## src/hdl/fpec_consts.vh

```
// Constants for the flash program/erase controller.
// Assumes a 100 MHz system clock shared with the flash device bus.
`ifndef FPEC_CONSTS_VH
`define FPEC_CONSTS_VH

////////////////////////////////////////////////////////////////////////////
// Device register map (byte addresses on the device bus)
`define FPEC_DEV_MODE_CTRL 16'hFF80
`define FPEC_DEV_BLKSEL1 16'hFF82
`define FPEC_DEV_BLKSEL2 16'hFF83
`define FPEC_DEV_ADDR_MAX 16'h7FFF

// Mode control bit values: one bit set at a time
`define FPEC_MODE_OFF 8'h00
`define FPEC_MODE_WPULSE 8'h01
`define FPEC_MODE_ERASE 8'h02
`define FPEC_MODE_WCHECK 8'h04
`define FPEC_MODE_ECHECK 8'h08
`define FPEC_DATA_ZERO 8'h00
`define FPEC_DATA_ONES 8'hFF

////////////////////////////////////////////////////////////////////////////
// Host register map
`define FPEC_REG_CMD 8'h00
`define FPEC_REG_ADDR 8'h04
`define FPEC_REG_DATA 8'h08
`define FPEC_REG_BLKSEL 8'h0C
`define FPEC_REG_END 8'h10
`define FPEC_REG_STATUS 8'h14
`define FPEC_REG_TRIES 8'h18
`define FPEC_REG_LASTRD 8'h1C
`define FPEC_CMD_PROG_BIT 0
`define FPEC_CMD_ERASE_BIT 1
`define FPEC_ST_BUSY_BIT 0
`define FPEC_ST_DONE_BIT 1
`define FPEC_ST_FAIL_BIT 2
`define FPEC_ST_RANGE_BIT 3

////////////////////////////////////////////////////////////////////////////
// Timing and retry limits
`define FPEC_CLK_MHZ 100
`define FPEC_T_WPULSE_US 10
`define FPEC_T_WCHECK_US 4
`define FPEC_T_ECHECK_US 4
`define FPEC_T_DUMMY_US 2
`define FPEC_T_ERASE_MS 10
// Two spare cycles on the pulse, check and dummy counts (none on erase) cover the registered write reaching the device late
`define FPEC_CYC_WPULSE (`FPEC_T_WPULSE_US * `FPEC_CLK_MHZ + 2)
`define FPEC_CYC_WCHECK (`FPEC_T_WCHECK_US * `FPEC_CLK_MHZ + 2)
`define FPEC_CYC_ECHECK (`FPEC_T_ECHECK_US * `FPEC_CLK_MHZ + 2)
`define FPEC_CYC_DUMMY (`FPEC_T_DUMMY_US * `FPEC_CLK_MHZ + 2)
`define FPEC_CYC_ERASE (`FPEC_T_ERASE_MS * 1000 * `FPEC_CLK_MHZ)
`define FPEC_WRITE_TRIES 50
`define FPEC_ERASE_TRIES 3000

`endif

```

## src/hdl/fpec_ctrl.v

```verilog
// Flash program/erase sequencer: drives the flash mode control and block
// select registers and the array over a byte bus on the system clock.
// Assumes device read data arrives the cycle after the read strobe.
//
// Summary of operation
// - Select blocks first, then write data to the target address.
// - Program pulse lasts as long as the pulse bit is set, 10 us.
// - Total program pulse time per byte stays under 1 ms.
// - Watchdog is armed before the program pulse bit is set.
// - Wait at least 4 us after setting program-verify before reading.
// - Retry program and verify at most 50 times, then fail.
// - Only addresses 0 through 7FFF may be programmed.
// - Every byte of an erase range is programmed to zero first.
// - Erase acts on selected blocks while the erase bit stays set.
// - Erase in 10 ms pulses, at most 3000 pulses.
// - Watchdog is armed before the erase bit is set.
// - Erase-verify dummy writes all-ones, then reads that location.
// - Wait 2 us after dummy write, 4 us before the first one.
// - Unerased byte repeats erase and verify, capped at 3000.
// - Prewrite stops after 50 failed verify attempts and flags error.
`include "fpec_consts.vh"

module fpec_ctrl #(
    parameter [19:0] ERASE_CYCLES = `FPEC_CYC_ERASE
) (
    // Clock and reset
    input wire I_CLK,
    input wire I_NRST,
    // Host register port
    input wire [7:0] I_REG_ADDR,
    input wire [15:0] I_REG_WDATA,
    input wire I_REG_WE,
    input wire I_REG_RE,
    output wire [15:0] O_REG_RDATA,
    // Device byte bus
    output wire [15:0] O_DEV_ADDR,
    output wire [7:0] O_DEV_WDATA,
    output wire O_DEV_WE,
    output wire O_DEV_RE,
    input wire [7:0] I_DEV_RDATA,
    // Watchdog and status
    output wire O_WDOG_ARM,
    output wire O_BUSY
);

////////////////////////////////////////////////////////////////////////////
localparam [4:0] S_IDLE = 5'h00;
localparam [4:0] S_SEL1 = 5'h01;
localparam [4:0] S_SEL2 = 5'h02;
localparam [4:0] S_LATCH = 5'h03;
localparam [4:0] S_PSET = 5'h04;
localparam [4:0] S_PWAIT = 5'h05;
localparam [4:0] S_PCLR = 5'h06;
localparam [4:0] S_PVWAIT = 5'h07;
localparam [4:0] S_RD = 5'h08;
localparam [4:0] S_RDWAIT = 5'h09;
localparam [4:0] S_PVCMP = 5'h0A;
localparam [4:0] S_EARM = 5'h0B;
localparam [4:0] S_ESET = 5'h0C;
localparam [4:0] S_EWAIT = 5'h0D;
localparam [4:0] S_ECLR = 5'h0E;
localparam [4:0] S_EVWAIT = 5'h0F;
localparam [4:0] S_DUMMY = 5'h10;
localparam [4:0] S_DWAIT = 5'h11;
localparam [4:0] S_EVCMP = 5'h12;
localparam [4:0] S_UNSEL1 = 5'h13;
localparam [4:0] S_UNSEL2 = 5'h14;

localparam [19:0] CYC_WPULSE = `FPEC_CYC_WPULSE;
localparam [19:0] CYC_WCHECK = `FPEC_CYC_WCHECK;
localparam [19:0] CYC_ECHECK = `FPEC_CYC_ECHECK;
localparam [19:0] CYC_DUMMY = `FPEC_CYC_DUMMY;
localparam [11:0] TRIES_W = `FPEC_WRITE_TRIES;
localparam [11:0] TRIES_E = `FPEC_ERASE_TRIES;
localparam [15:0] ADDR_MAX = `FPEC_DEV_ADDR_MAX;

////////////////////////////////////////////////////////////////////////////
reg [4:0] state_q;
reg [15:0] addr_q;
reg [15:0] end_q;
reg [15:0] cur_q;
reg [7:0] data_q;
reg [15:0] blksel_q;
reg [7:0] lastrd_q;
reg erasing_q;
reg ephase_q;
reg done_q;
reg fail_q;
reg range_q;
reg wdog_q;
reg [15:0] dev_addr_q;
reg [7:0] dev_wdata_q;
reg dev_we_q;
reg dev_re_q;
reg [15:0] rdata_q;
reg tmr_load;
reg [19:0] tmr_count;
reg cnt_clr;
reg cnt_inc;
wire tmr_done;
wire [11:0] tries;
wire at_limit;
wire busy;
wire go_prog;
wire go_erase;
wire [7:0] wr_byte;
wire last_addr;

assign busy = (state_q != S_IDLE);
assign go_prog = I_REG_WE && !busy && (I_REG_ADDR == `FPEC_REG_CMD) &&
    I_REG_WDATA[`FPEC_CMD_PROG_BIT] && !I_REG_WDATA[`FPEC_CMD_ERASE_BIT];
assign go_erase = I_REG_WE && !busy && (I_REG_ADDR == `FPEC_REG_CMD) &&
    I_REG_WDATA[`FPEC_CMD_ERASE_BIT] && !I_REG_WDATA[`FPEC_CMD_PROG_BIT];
// Prewrite programs zeros before an erase
assign wr_byte = erasing_q ? `FPEC_DATA_ZERO : data_q;
assign last_addr = (cur_q == end_q);

////////////////////////////////////////////////////////////////////////////
fpec_tmr #(
    .W(20)
) u_tmr (
    .i_clk(I_CLK),
    .i_nrst(I_NRST),
    .i_load(tmr_load),
    .i_count(tmr_count),
    .o_done(tmr_done)
);

fpec_cnt #(
    .W(12)
) u_cnt (
    .i_clk(I_CLK),
    .i_nrst(I_NRST),
    .i_clr(cnt_clr),
    .i_inc(cnt_inc),
    .i_limit(ephase_q ? TRIES_E : TRIES_W),
    .o_count(tries),
    .o_at_limit(at_limit)
);

// Timer loads and counter steps follow the state being left
always @* begin
    tmr_load = 1'b0;
    tmr_count = 20'h00000;
    cnt_clr = go_prog | go_erase;
    cnt_inc = 1'b0;
    case (state_q)
        S_LATCH: cnt_inc = 1'b1;
        S_PSET: begin
            tmr_load = 1'b1;
            tmr_count = CYC_WPULSE;
        end
        S_PCLR: begin
            tmr_load = 1'b1;
            tmr_count = CYC_WCHECK;
        end
        S_PVCMP: cnt_clr = (I_DEV_RDATA == wr_byte) && erasing_q;
        S_EARM: cnt_inc = 1'b1;
        S_ESET: begin
            tmr_load = 1'b1;
            tmr_count = ERASE_CYCLES;
        end
        S_ECLR: begin
            tmr_load = 1'b1;
            tmr_count = CYC_ECHECK;
        end
        S_DUMMY: begin
            tmr_load = 1'b1;
            tmr_count = CYC_DUMMY;
        end
        default: tmr_load = 1'b0;
    endcase
end

////////////////////////////////////////////////////////////////////////////
// Sequencer; every device access is a registered one-cycle strobe
always @(posedge I_CLK or negedge I_NRST) begin
    if (!I_NRST) begin
        state_q <= S_IDLE;
        cur_q <= 16'h0000;
        erasing_q <= 1'b0;
        ephase_q <= 1'b0;
        done_q <= 1'b0;
        fail_q <= 1'b0;
        range_q <= 1'b0;
        wdog_q <= 1'b0;
        lastrd_q <= 8'h00;
        dev_addr_q <= 16'h0000;
        dev_wdata_q <= 8'h00;
        dev_we_q <= 1'b0;
        dev_re_q <= 1'b0;
    end else begin
        dev_we_q <= 1'b0;
        dev_re_q <= 1'b0;
        case (state_q)
            S_IDLE: begin
                if (go_prog || go_erase) begin
                    done_q <= 1'b0;
                    fail_q <= 1'b0;
                    range_q <= 1'b0;
                    erasing_q <= go_erase;
                    ephase_q <= 1'b0;
                    cur_q <= addr_q;
                    if (addr_q > ADDR_MAX || (go_erase &&
                        (end_q > ADDR_MAX || end_q < addr_q))) begin
                        fail_q <= 1'b1;
                        range_q <= 1'b1;
                    end else begin
                        state_q <= S_SEL1;
                    end
                end
            end
            S_SEL1: begin
                dev_we_q <= 1'b1;
                dev_addr_q <= `FPEC_DEV_BLKSEL1;
                dev_wdata_q <= blksel_q[7:0];
                state_q <= S_SEL2;
            end
            S_SEL2: begin
                dev_we_q <= 1'b1;
                dev_addr_q <= `FPEC_DEV_BLKSEL2;
                dev_wdata_q <= blksel_q[15:8];
                state_q <= S_LATCH;
            end
            S_LATCH: begin
                dev_we_q <= 1'b1;
                dev_addr_q <= cur_q;
                dev_wdata_q <= wr_byte;
                wdog_q <= 1'b1;
                state_q <= S_PSET;
            end
            S_PSET: begin
                dev_we_q <= 1'b1;
                dev_addr_q <= `FPEC_DEV_MODE_CTRL;
                dev_wdata_q <= `FPEC_MODE_WPULSE;
                state_q <= S_PWAIT;
            end
            S_PWAIT: begin
                if (tmr_done) begin
                    dev_we_q <= 1'b1;
                    dev_addr_q <= `FPEC_DEV_MODE_CTRL;
                    dev_wdata_q <= `FPEC_MODE_OFF;
                    state_q <= S_PCLR;
                end
            end
            S_PCLR: begin
                wdog_q <= 1'b0;
                dev_we_q <= 1'b1;
                dev_addr_q <= `FPEC_DEV_MODE_CTRL;
                dev_wdata_q <= `FPEC_MODE_WCHECK;
                state_q <= S_PVWAIT;
            end
            S_PVWAIT: begin
                if (tmr_done) begin
                    state_q <= S_RD;
                end
            end
            S_RD: begin
                dev_re_q <= 1'b1;
                dev_addr_q <= cur_q;
                state_q <= S_RDWAIT;
            end
            S_RDWAIT: begin
                state_q <= ephase_q ? S_EVCMP : S_PVCMP;
            end
            S_PVCMP: begin
                lastrd_q <= I_DEV_RDATA;
                dev_we_q <= 1'b1;
                dev_addr_q <= `FPEC_DEV_MODE_CTRL;
                dev_wdata_q <= `FPEC_MODE_OFF;
                if (I_DEV_RDATA == wr_byte) begin
                    if (!erasing_q) begin
                        state_q <= S_UNSEL1;
                    end else if (last_addr) begin
                        ephase_q <= 1'b1;
                        state_q <= S_EARM;
                    end else begin
                        cur_q <= cur_q + 16'h0001;
                        state_q <= S_LATCH;
                    end
                end else if (at_limit) begin
                    fail_q <= 1'b1;
                    state_q <= S_UNSEL1;
                end else begin
                    state_q <= S_LATCH;
                end
            end
            S_EARM: begin
                wdog_q <= 1'b1;
                state_q <= S_ESET;
            end
            S_ESET: begin
                dev_we_q <= 1'b1;
                dev_addr_q <= `FPEC_DEV_MODE_CTRL;
                dev_wdata_q <= `FPEC_MODE_ERASE;
                state_q <= S_EWAIT;
            end
            S_EWAIT: begin
                if (tmr_done) begin
                    dev_we_q <= 1'b1;
                    dev_addr_q <= `FPEC_DEV_MODE_CTRL;
                    dev_wdata_q <= `FPEC_MODE_OFF;
                    state_q <= S_ECLR;
                end
            end
            S_ECLR: begin
                wdog_q <= 1'b0;
                dev_we_q <= 1'b1;
                dev_addr_q <= `FPEC_DEV_MODE_CTRL;
                dev_wdata_q <= `FPEC_MODE_ECHECK;
                cur_q <= addr_q;
                state_q <= S_EVWAIT;
            end
            S_EVWAIT: begin
                if (tmr_done) begin
                    state_q <= S_DUMMY;
                end
            end
            S_DUMMY: begin
                dev_we_q <= 1'b1;
                dev_addr_q <= cur_q;
                dev_wdata_q <= `FPEC_DATA_ONES;
                state_q <= S_DWAIT;
            end
            S_DWAIT: begin
                if (tmr_done) begin
                    state_q <= S_RD;
                end
            end
            S_EVCMP: begin
                lastrd_q <= I_DEV_RDATA;
                if (I_DEV_RDATA == `FPEC_DATA_ONES && !last_addr) begin
                    cur_q <= cur_q + 16'h0001;
                    state_q <= S_DUMMY;
                end else begin
                    dev_we_q <= 1'b1;
                    dev_addr_q <= `FPEC_DEV_MODE_CTRL;
                    dev_wdata_q <= `FPEC_MODE_OFF;
                    if (I_DEV_RDATA == `FPEC_DATA_ONES) begin
                        state_q <= S_UNSEL1;
                    end else if (at_limit) begin
                        fail_q <= 1'b1;
                        state_q <= S_UNSEL1;
                    end else begin
                        state_q <= S_EARM;
                    end
                end
            end
            S_UNSEL1: begin
                dev_we_q <= 1'b1;
                dev_addr_q <= `FPEC_DEV_BLKSEL1;
                dev_wdata_q <= 8'h00;
                state_q <= S_UNSEL2;
            end
            S_UNSEL2: begin
                dev_we_q <= 1'b1;
                dev_addr_q <= `FPEC_DEV_BLKSEL2;
                dev_wdata_q <= 8'h00;
                done_q <= ~fail_q;
                state_q <= S_IDLE;
            end
            default: state_q <= S_IDLE;
        endcase
    end
end

////////////////////////////////////////////////////////////////////////////
// Host registers; setup writes are ignored while a sequence runs
always @(posedge I_CLK or negedge I_NRST) begin
    if (!I_NRST) begin
        addr_q <= 16'h0000;
        end_q <= 16'h0000;
        data_q <= 8'h00;
        blksel_q <= 16'h0000;
    end else if (I_REG_WE && !busy) begin
        case (I_REG_ADDR)
            `FPEC_REG_ADDR: addr_q <= I_REG_WDATA;
            `FPEC_REG_END: end_q <= I_REG_WDATA;
            `FPEC_REG_DATA: data_q <= I_REG_WDATA[7:0];
            `FPEC_REG_BLKSEL: blksel_q <= I_REG_WDATA;
            default: data_q <= data_q;
        endcase
    end
end

always @(posedge I_CLK or negedge I_NRST) begin
    if (!I_NRST) begin
        rdata_q <= 16'h0000;
    end else if (I_REG_RE) begin
        case (I_REG_ADDR)
            `FPEC_REG_ADDR: rdata_q <= addr_q;
            `FPEC_REG_END: rdata_q <= end_q;
            `FPEC_REG_DATA: rdata_q <= {8'h00, data_q};
            `FPEC_REG_BLKSEL: rdata_q <= blksel_q;
            `FPEC_REG_STATUS: rdata_q <= {12'h000, range_q, fail_q,
                done_q, busy};
            `FPEC_REG_TRIES: rdata_q <= {4'h0, tries};
            `FPEC_REG_LASTRD: rdata_q <= {8'h00, lastrd_q};
            default: rdata_q <= 16'h0000;
        endcase
    end else begin
        rdata_q <= 16'h0000;
    end
end

assign O_REG_RDATA = rdata_q;
assign O_DEV_ADDR = dev_addr_q;
assign O_DEV_WDATA = dev_wdata_q;
assign O_DEV_WE = dev_we_q;
assign O_DEV_RE = dev_re_q;
assign O_WDOG_ARM = wdog_q;
assign O_BUSY = busy;

endmodule

```

## src/hdl/fpec_tmr.v

```verilog
// Down-counting delay timer for the flash sequencer.
// Assumes the caller loads it and waits for o_done.
module fpec_tmr #(
    parameter W = 20
) (
    // Clock and reset
    input wire i_clk,
    input wire i_nrst,
    // Control
    input wire i_load,
    input wire [W-1:0] i_count,
    // Status
    output wire o_done
);

reg [W-1:0] cnt_q;

always @(posedge i_clk or negedge i_nrst) begin
    if (!i_nrst) begin
        cnt_q <= {W{1'b0}};
    end else if (i_load) begin
        cnt_q <= i_count;
    end else if (cnt_q != {W{1'b0}}) begin
        cnt_q <= cnt_q - {{(W-1){1'b0}}, 1'b1};
    end
end

// Last cycle of the count; a fresh load masks a stale done
assign o_done = (cnt_q == {{(W-1){1'b0}}, 1'b1}) & ~i_load;

endmodule

```

## src/hdl/fpec_cnt.v

```verilog
// Attempt counter with a run-time limit compare.
// Assumes clear and increment are never raised together.
module fpec_cnt #(
    parameter W = 12
) (
    // Clock and reset
    input wire i_clk,
    input wire i_nrst,
    // Control
    input wire i_clr,
    input wire i_inc,
    input wire [W-1:0] i_limit,
    // Status
    output wire [W-1:0] o_count,
    output wire o_at_limit
);

reg [W-1:0] count_q;

always @(posedge i_clk or negedge i_nrst) begin
    if (!i_nrst) begin
        count_q <= {W{1'b0}};
    end else if (i_clr) begin
        count_q <= {W{1'b0}};
    end else if (i_inc) begin
        count_q <= count_q + {{(W-1){1'b0}}, 1'b1};
    end
end

assign o_count = count_q;
assign o_at_limit = (count_q == i_limit);

endmodule

```

## config.mk

```make
export PLATFORM = sky130hd
export DESIGN_NAME = fpec_ctrl
export DESIGN_NICKNAME = d
export VERILOG_FILES = /design/src/hdl/fpec_ctrl.v /design/src/hdl/fpec_tmr.v /design/src/hdl/fpec_cnt.v
export VERILOG_INCLUDE_DIRS = /design/src /design/src/hdl
export SDC_FILE = /design/constraint.sdc
export NUM_CORES = 1
export LEC_CHECK = 0
export BUFFER_PORTS_ARGS = -buffer_cell sky130_fd_sc_hd__clkbuf_2
export CAP_MARGIN = 20
export CORE_MARGIN = 10
export CORE_UTILIZATION = 55
export DETAILED_ROUTE_END_ITERATION = 6
export PLACE_DENSITY = 0.75
export SYNTH_ARGS = -nofsm -noshare
export SYNTH_HDL_FRONTEND = slang
export SYNTH_SLANG_ARGS = --single-unit
export TNS_END_PERCENT = 10
```

## constraint.sdc

```tcl
create_clock -name I_CLK -period 2.3 [get_ports I_CLK]
set_input_delay 0 -clock I_CLK [delete_from_list [all_inputs] [get_ports I_CLK]]
set_output_delay 0 -clock I_CLK [all_outputs]
set_load 0.03 [all_outputs]
```

==> impl_metrics.env <==
export IMPL_root_buffer="clkbuf_16"
export IMPL_antenna_found_initial=0
export IMPL_synth_area_per_cell_sq_um=9.20
export IMPL_worstSetupEndpoint="state_q[4]$_DFFE_PN0P_"
export IMPL_yosysWarnings=0
export IMPL_cp_arrival_ps=2780
export IMPL_setup_tns_ps=-1120
export IMPL_crit_buf_inv=1
export IMPL_max_freq_ghz=0.406
export IMPL_crit_required_ps=2620
export IMPL_layout_commonest_cell="buf_4"
export IMPL_diodes=0
export IMPL_min_period_ps=2460
export IMPL_wl_per_cell_um=20.3
export IMPL_cts_clk_slew_worst_paths_ps=70
export IMPL_ir_drop_v=0.000510
export IMPL_place_area_sq_um=11000
export IMPL_synth_edff_count=0
export IMPL_grt_usage_pct=26.4
export IMPL_cp_top_family="compound AO/OA/AOI/OAI gates"
export IMPL_start_util_pct=55.8
export IMPL_pwr_density_cell_nw_per_um2=491
export IMPL_start_kind="flop"
export IMPL_reg2reg_to="state_q[4]$_DFFE_PN0P_"
export IMPL_ctsHtreeMaxLevel=4
export IMPL_finalInstanceArea_sq_um=12100
export IMPL_gp_congestion=0.998
export IMPL_drt_first_pass_iters=6
export IMPL_io_pins=80
export IMPL_drv_slew=0
export IMPL_dpl_hpwl_um=21300
export IMPL_die_y_um=149
export IMPL_layout_common_cells="buf_4 (166), dfrtp_1 (163), nand2_1 (122), nor2_1 (96), a21oi_1 (84)"
export IMPL_slowest_stage="dfrtp_1"
export IMPL_hp_class="in2reg"
export IMPL_layout_drive_gt1_share_pct=32.3
export IMPL_cts_tree="yes"
export IMPL_relSlewSlack_pct=46.1
export IMPL_violations="negative setup slack"
export IMPL_outcome="complete, but fails checks"
export IMPL_ant_nets=0
export IMPL_clk_latency_ps=440
export IMPL_period_share_pct=107
export IMPL_setup_viol=19
export IMPL_synth_nets=1057
export IMPL_die_area_sq_um=22300
export IMPL_overflow=0
export IMPL_wirelength_um=29900
export IMPL_final_nets=1296
export IMPL_vias=9098
export IMPL_synth_cell_types=78
export IMPL_dp_cells=1410
export IMPL_via_per_inst=6.17
export IMPL_cts_buffer_depth=2
export IMPL_reg2reg_depth=9
export IMPL_synth_ff_type="dfrtp_1"
export IMPL_r2r_slack_ps=-160
export IMPL_critPathKind="reg2reg"
export IMPL_p_leak_nw=5.62
export IMPL_rr_startpoint="addr_q[11]$_DFFE_PN0P_"
export IMPL_fp_row_count=47
export IMPL_worstPathCellList="inv_2 -> ha_4 -> and4_4 -> o211ai_1 -> o31a_1 -> a31oi_4 -> nor4b_4 -> o21ai_4 -> mux2_4"
export IMPL_worstHoldStart="I_REG_RE"
export IMPL_core_sq_um=16500
export IMPL_yosys_register_bits=165
export IMPL_critical_path_depth=9
export IMPL_drv_cap=0
export IMPL_ys_seq_area_share_pct=44.8
export IMPL_hold_viol_final=0
export IMPL_cts_sinks=165
export IMPL_synthArstFlopShare_pct=100
export IMPL_syn_cell_area_sq_um=9220
export IMPL_syn_to_final_growth_pct=31.7
export IMPL_grt_pass1_wl_um=46300
export IMPL_startpoint="addr_q[11]$_DFFE_PN0P_"
export IMPL_instances_no_fill=1474
export IMPL_drt_iter0_drc=1094
export IMPL_cp_max_fo=3
export IMPL_rsz0062_at_grt="true"
export IMPL_die_x_um=149
export IMPL_grt_max_degree=74
export IMPL_cpPeakStageDelay_ps=380
export IMPL_io_buffers=79
export IMPL_drc_errors=0
export IMPL_postSynthCellCount=1002
export IMPL_endpoint_kind="flop"
export IMPL_worst_pin_slew_ps=797
export IMPL_fin_skew_ps=16.9
export IMPL_setup_slack_ps=-165
export IMPL_cts_buffers=17
export IMPL_grt_pass1_vias=8577
==> report_power, final <==
part           total, W  switching (W)  internal [W]
Clock           0.00285        0.00139       0.00145
Combinational  0.000218       0.000140     0.0000783
Sequential      0.00290   0.0000000155       0.00290
==> worst min path at each step <==
stage                     cells past startpoint  slack (ps)                          to
after global placement                        1          70  O_DEV_ADDR[11]$_DFFE_PN0P_
after CTS                                     3          40    O_REG_RDATA[4]$_DFF_PN0_
after global routing                          3         110    O_REG_RDATA[5]$_DFF_PN0_
after floorplan                               0        -300   O_DEV_ADDR[0]$_DFFE_PN0P_
final                                         3          80    O_REG_RDATA[5]$_DFF_PN0_
after detailed placement                      1          70  O_DEV_ADDR[11]$_DFFE_PN0P_
==> flip-flops by register name (all words and copies together), names as in the netlist, 5 cells and up <==
| name | cells |
|---|---|
| O_DEV_ADDR | 16 |
| O_DEV_WDATA | 8 |
| O_REG_RDATA | 16 |
| addr_q | 16 |
| blksel_q | 16 |
| cur_q | 16 |
| data_q | 8 |
| end_q | 16 |
| lastrd_q | 8 |
| state_q | 5 |
| u_cnt.o_count | 12 |
| u_tmr.cnt_q | 20 |
==> per-layer routing <==
metal | up-vias | track usage (%) | wire (um)
met2 | 547 | 41.1 | 13600
met3 | 92 | 5.68 | 2740
met1 | 4366 | 35.1 | 12400
met4 | 0 | 10.5 | 1120
li1 | 4093 | - | -
met5 | - | 0 | 0
==> layout make-up <==
type	instances	area (sq um)
clock buffers	17	425
clock inverters	15	161
fillers	1150	4380
inverters	43	161
multi-input cells	738	4980
flip-flops and latches	165	4130
well taps	220	275
repair buffers	276	2010
==> stage by stage <==
| step | utilization, % | total power (W) | worst slack [ps] | hold slack (ps) |
|---|---|---|---|---|
| 2_1_floorplan | - | 0.00300 | -47.7 | -296 |
| 3_3_place_gp | 66.3 | 0.00313 | -260 | 68.5 |
| 3_5_place_dp | 66.3 | 0.00313 | -327 | 72.0 |
| 4_1_cts | 72.6 | 0.00597 | -133 | 44.8 |
| 5_1_grt | 73.5 | 0.00612 | -258 | 108 |
| 6_report | 73.5 | 0.00597 | -165 | 79.3 |
==> cell families (layout without fill, tap and decap cells) <==
family / Yosys count / count (layout) / synth area share, %
adders and majority gates: 19 / 19 / 2.58
muxes: 58 / 58 / 6.89
xor gates and xnor gates: 41 / 41 / 3.89
buffers and inverters: 99 / 351 / 4.52
AOI/OAI and AO/OA: 260 / 260 / 18.2
and+or+nand+nor: 360 / 360 / 19.1
DFF: 165 / 165 / 44.8
==> Yosys cell counts, types with 6 or more instances <==
master    instances  area share, %
o22ai_1          15            1.0
nand2_1         122            5.0
ha_1             19            2.6
nor2_1          100            4.1
a221oi_1          9           0.85
nor4_1            7           0.47
a211oi_1          6           0.49
nor2b_1           7           0.47
buf_2             6           0.33
nand4_1          13           0.88
dfrtp_1         165             45
and3_1            8           0.54
a31oi_1           9           0.61
nand3_1          23            1.2
a21oi_1          87            4.7
clkbuf_1         38            1.5
nor3_1           19            1.0
o22a_2            8           0.87
mux2_2           44            5.4
a22oi_1          13            1.1
a222oi_1          6           0.65
o21ai_0          55            3.0
mux2i_1          14            1.5
xor2_1           11            1.0
xnor2_1          30            2.8
o22a_1            6           0.57
inv_1            42            1.7
or3_1             9           0.61
==> worst min-delay path, delay by kind of cell <==
family	cells	cell delay, ps
AOI/OAI and AO/OA	2	380
buffers and inverters	1	80
==> what timing repair did <==
action / in CTS / in global routing
pin swaps: 13 / 11
gates resized for setup: 38 / 25
buffers inserted: 6 / 3
setup endpoints to repair: 35 / 46
endpoints found under the hold margin: 134 / 0
hold buffers: 25 / 0
Power figures use the tool's default switching activity.
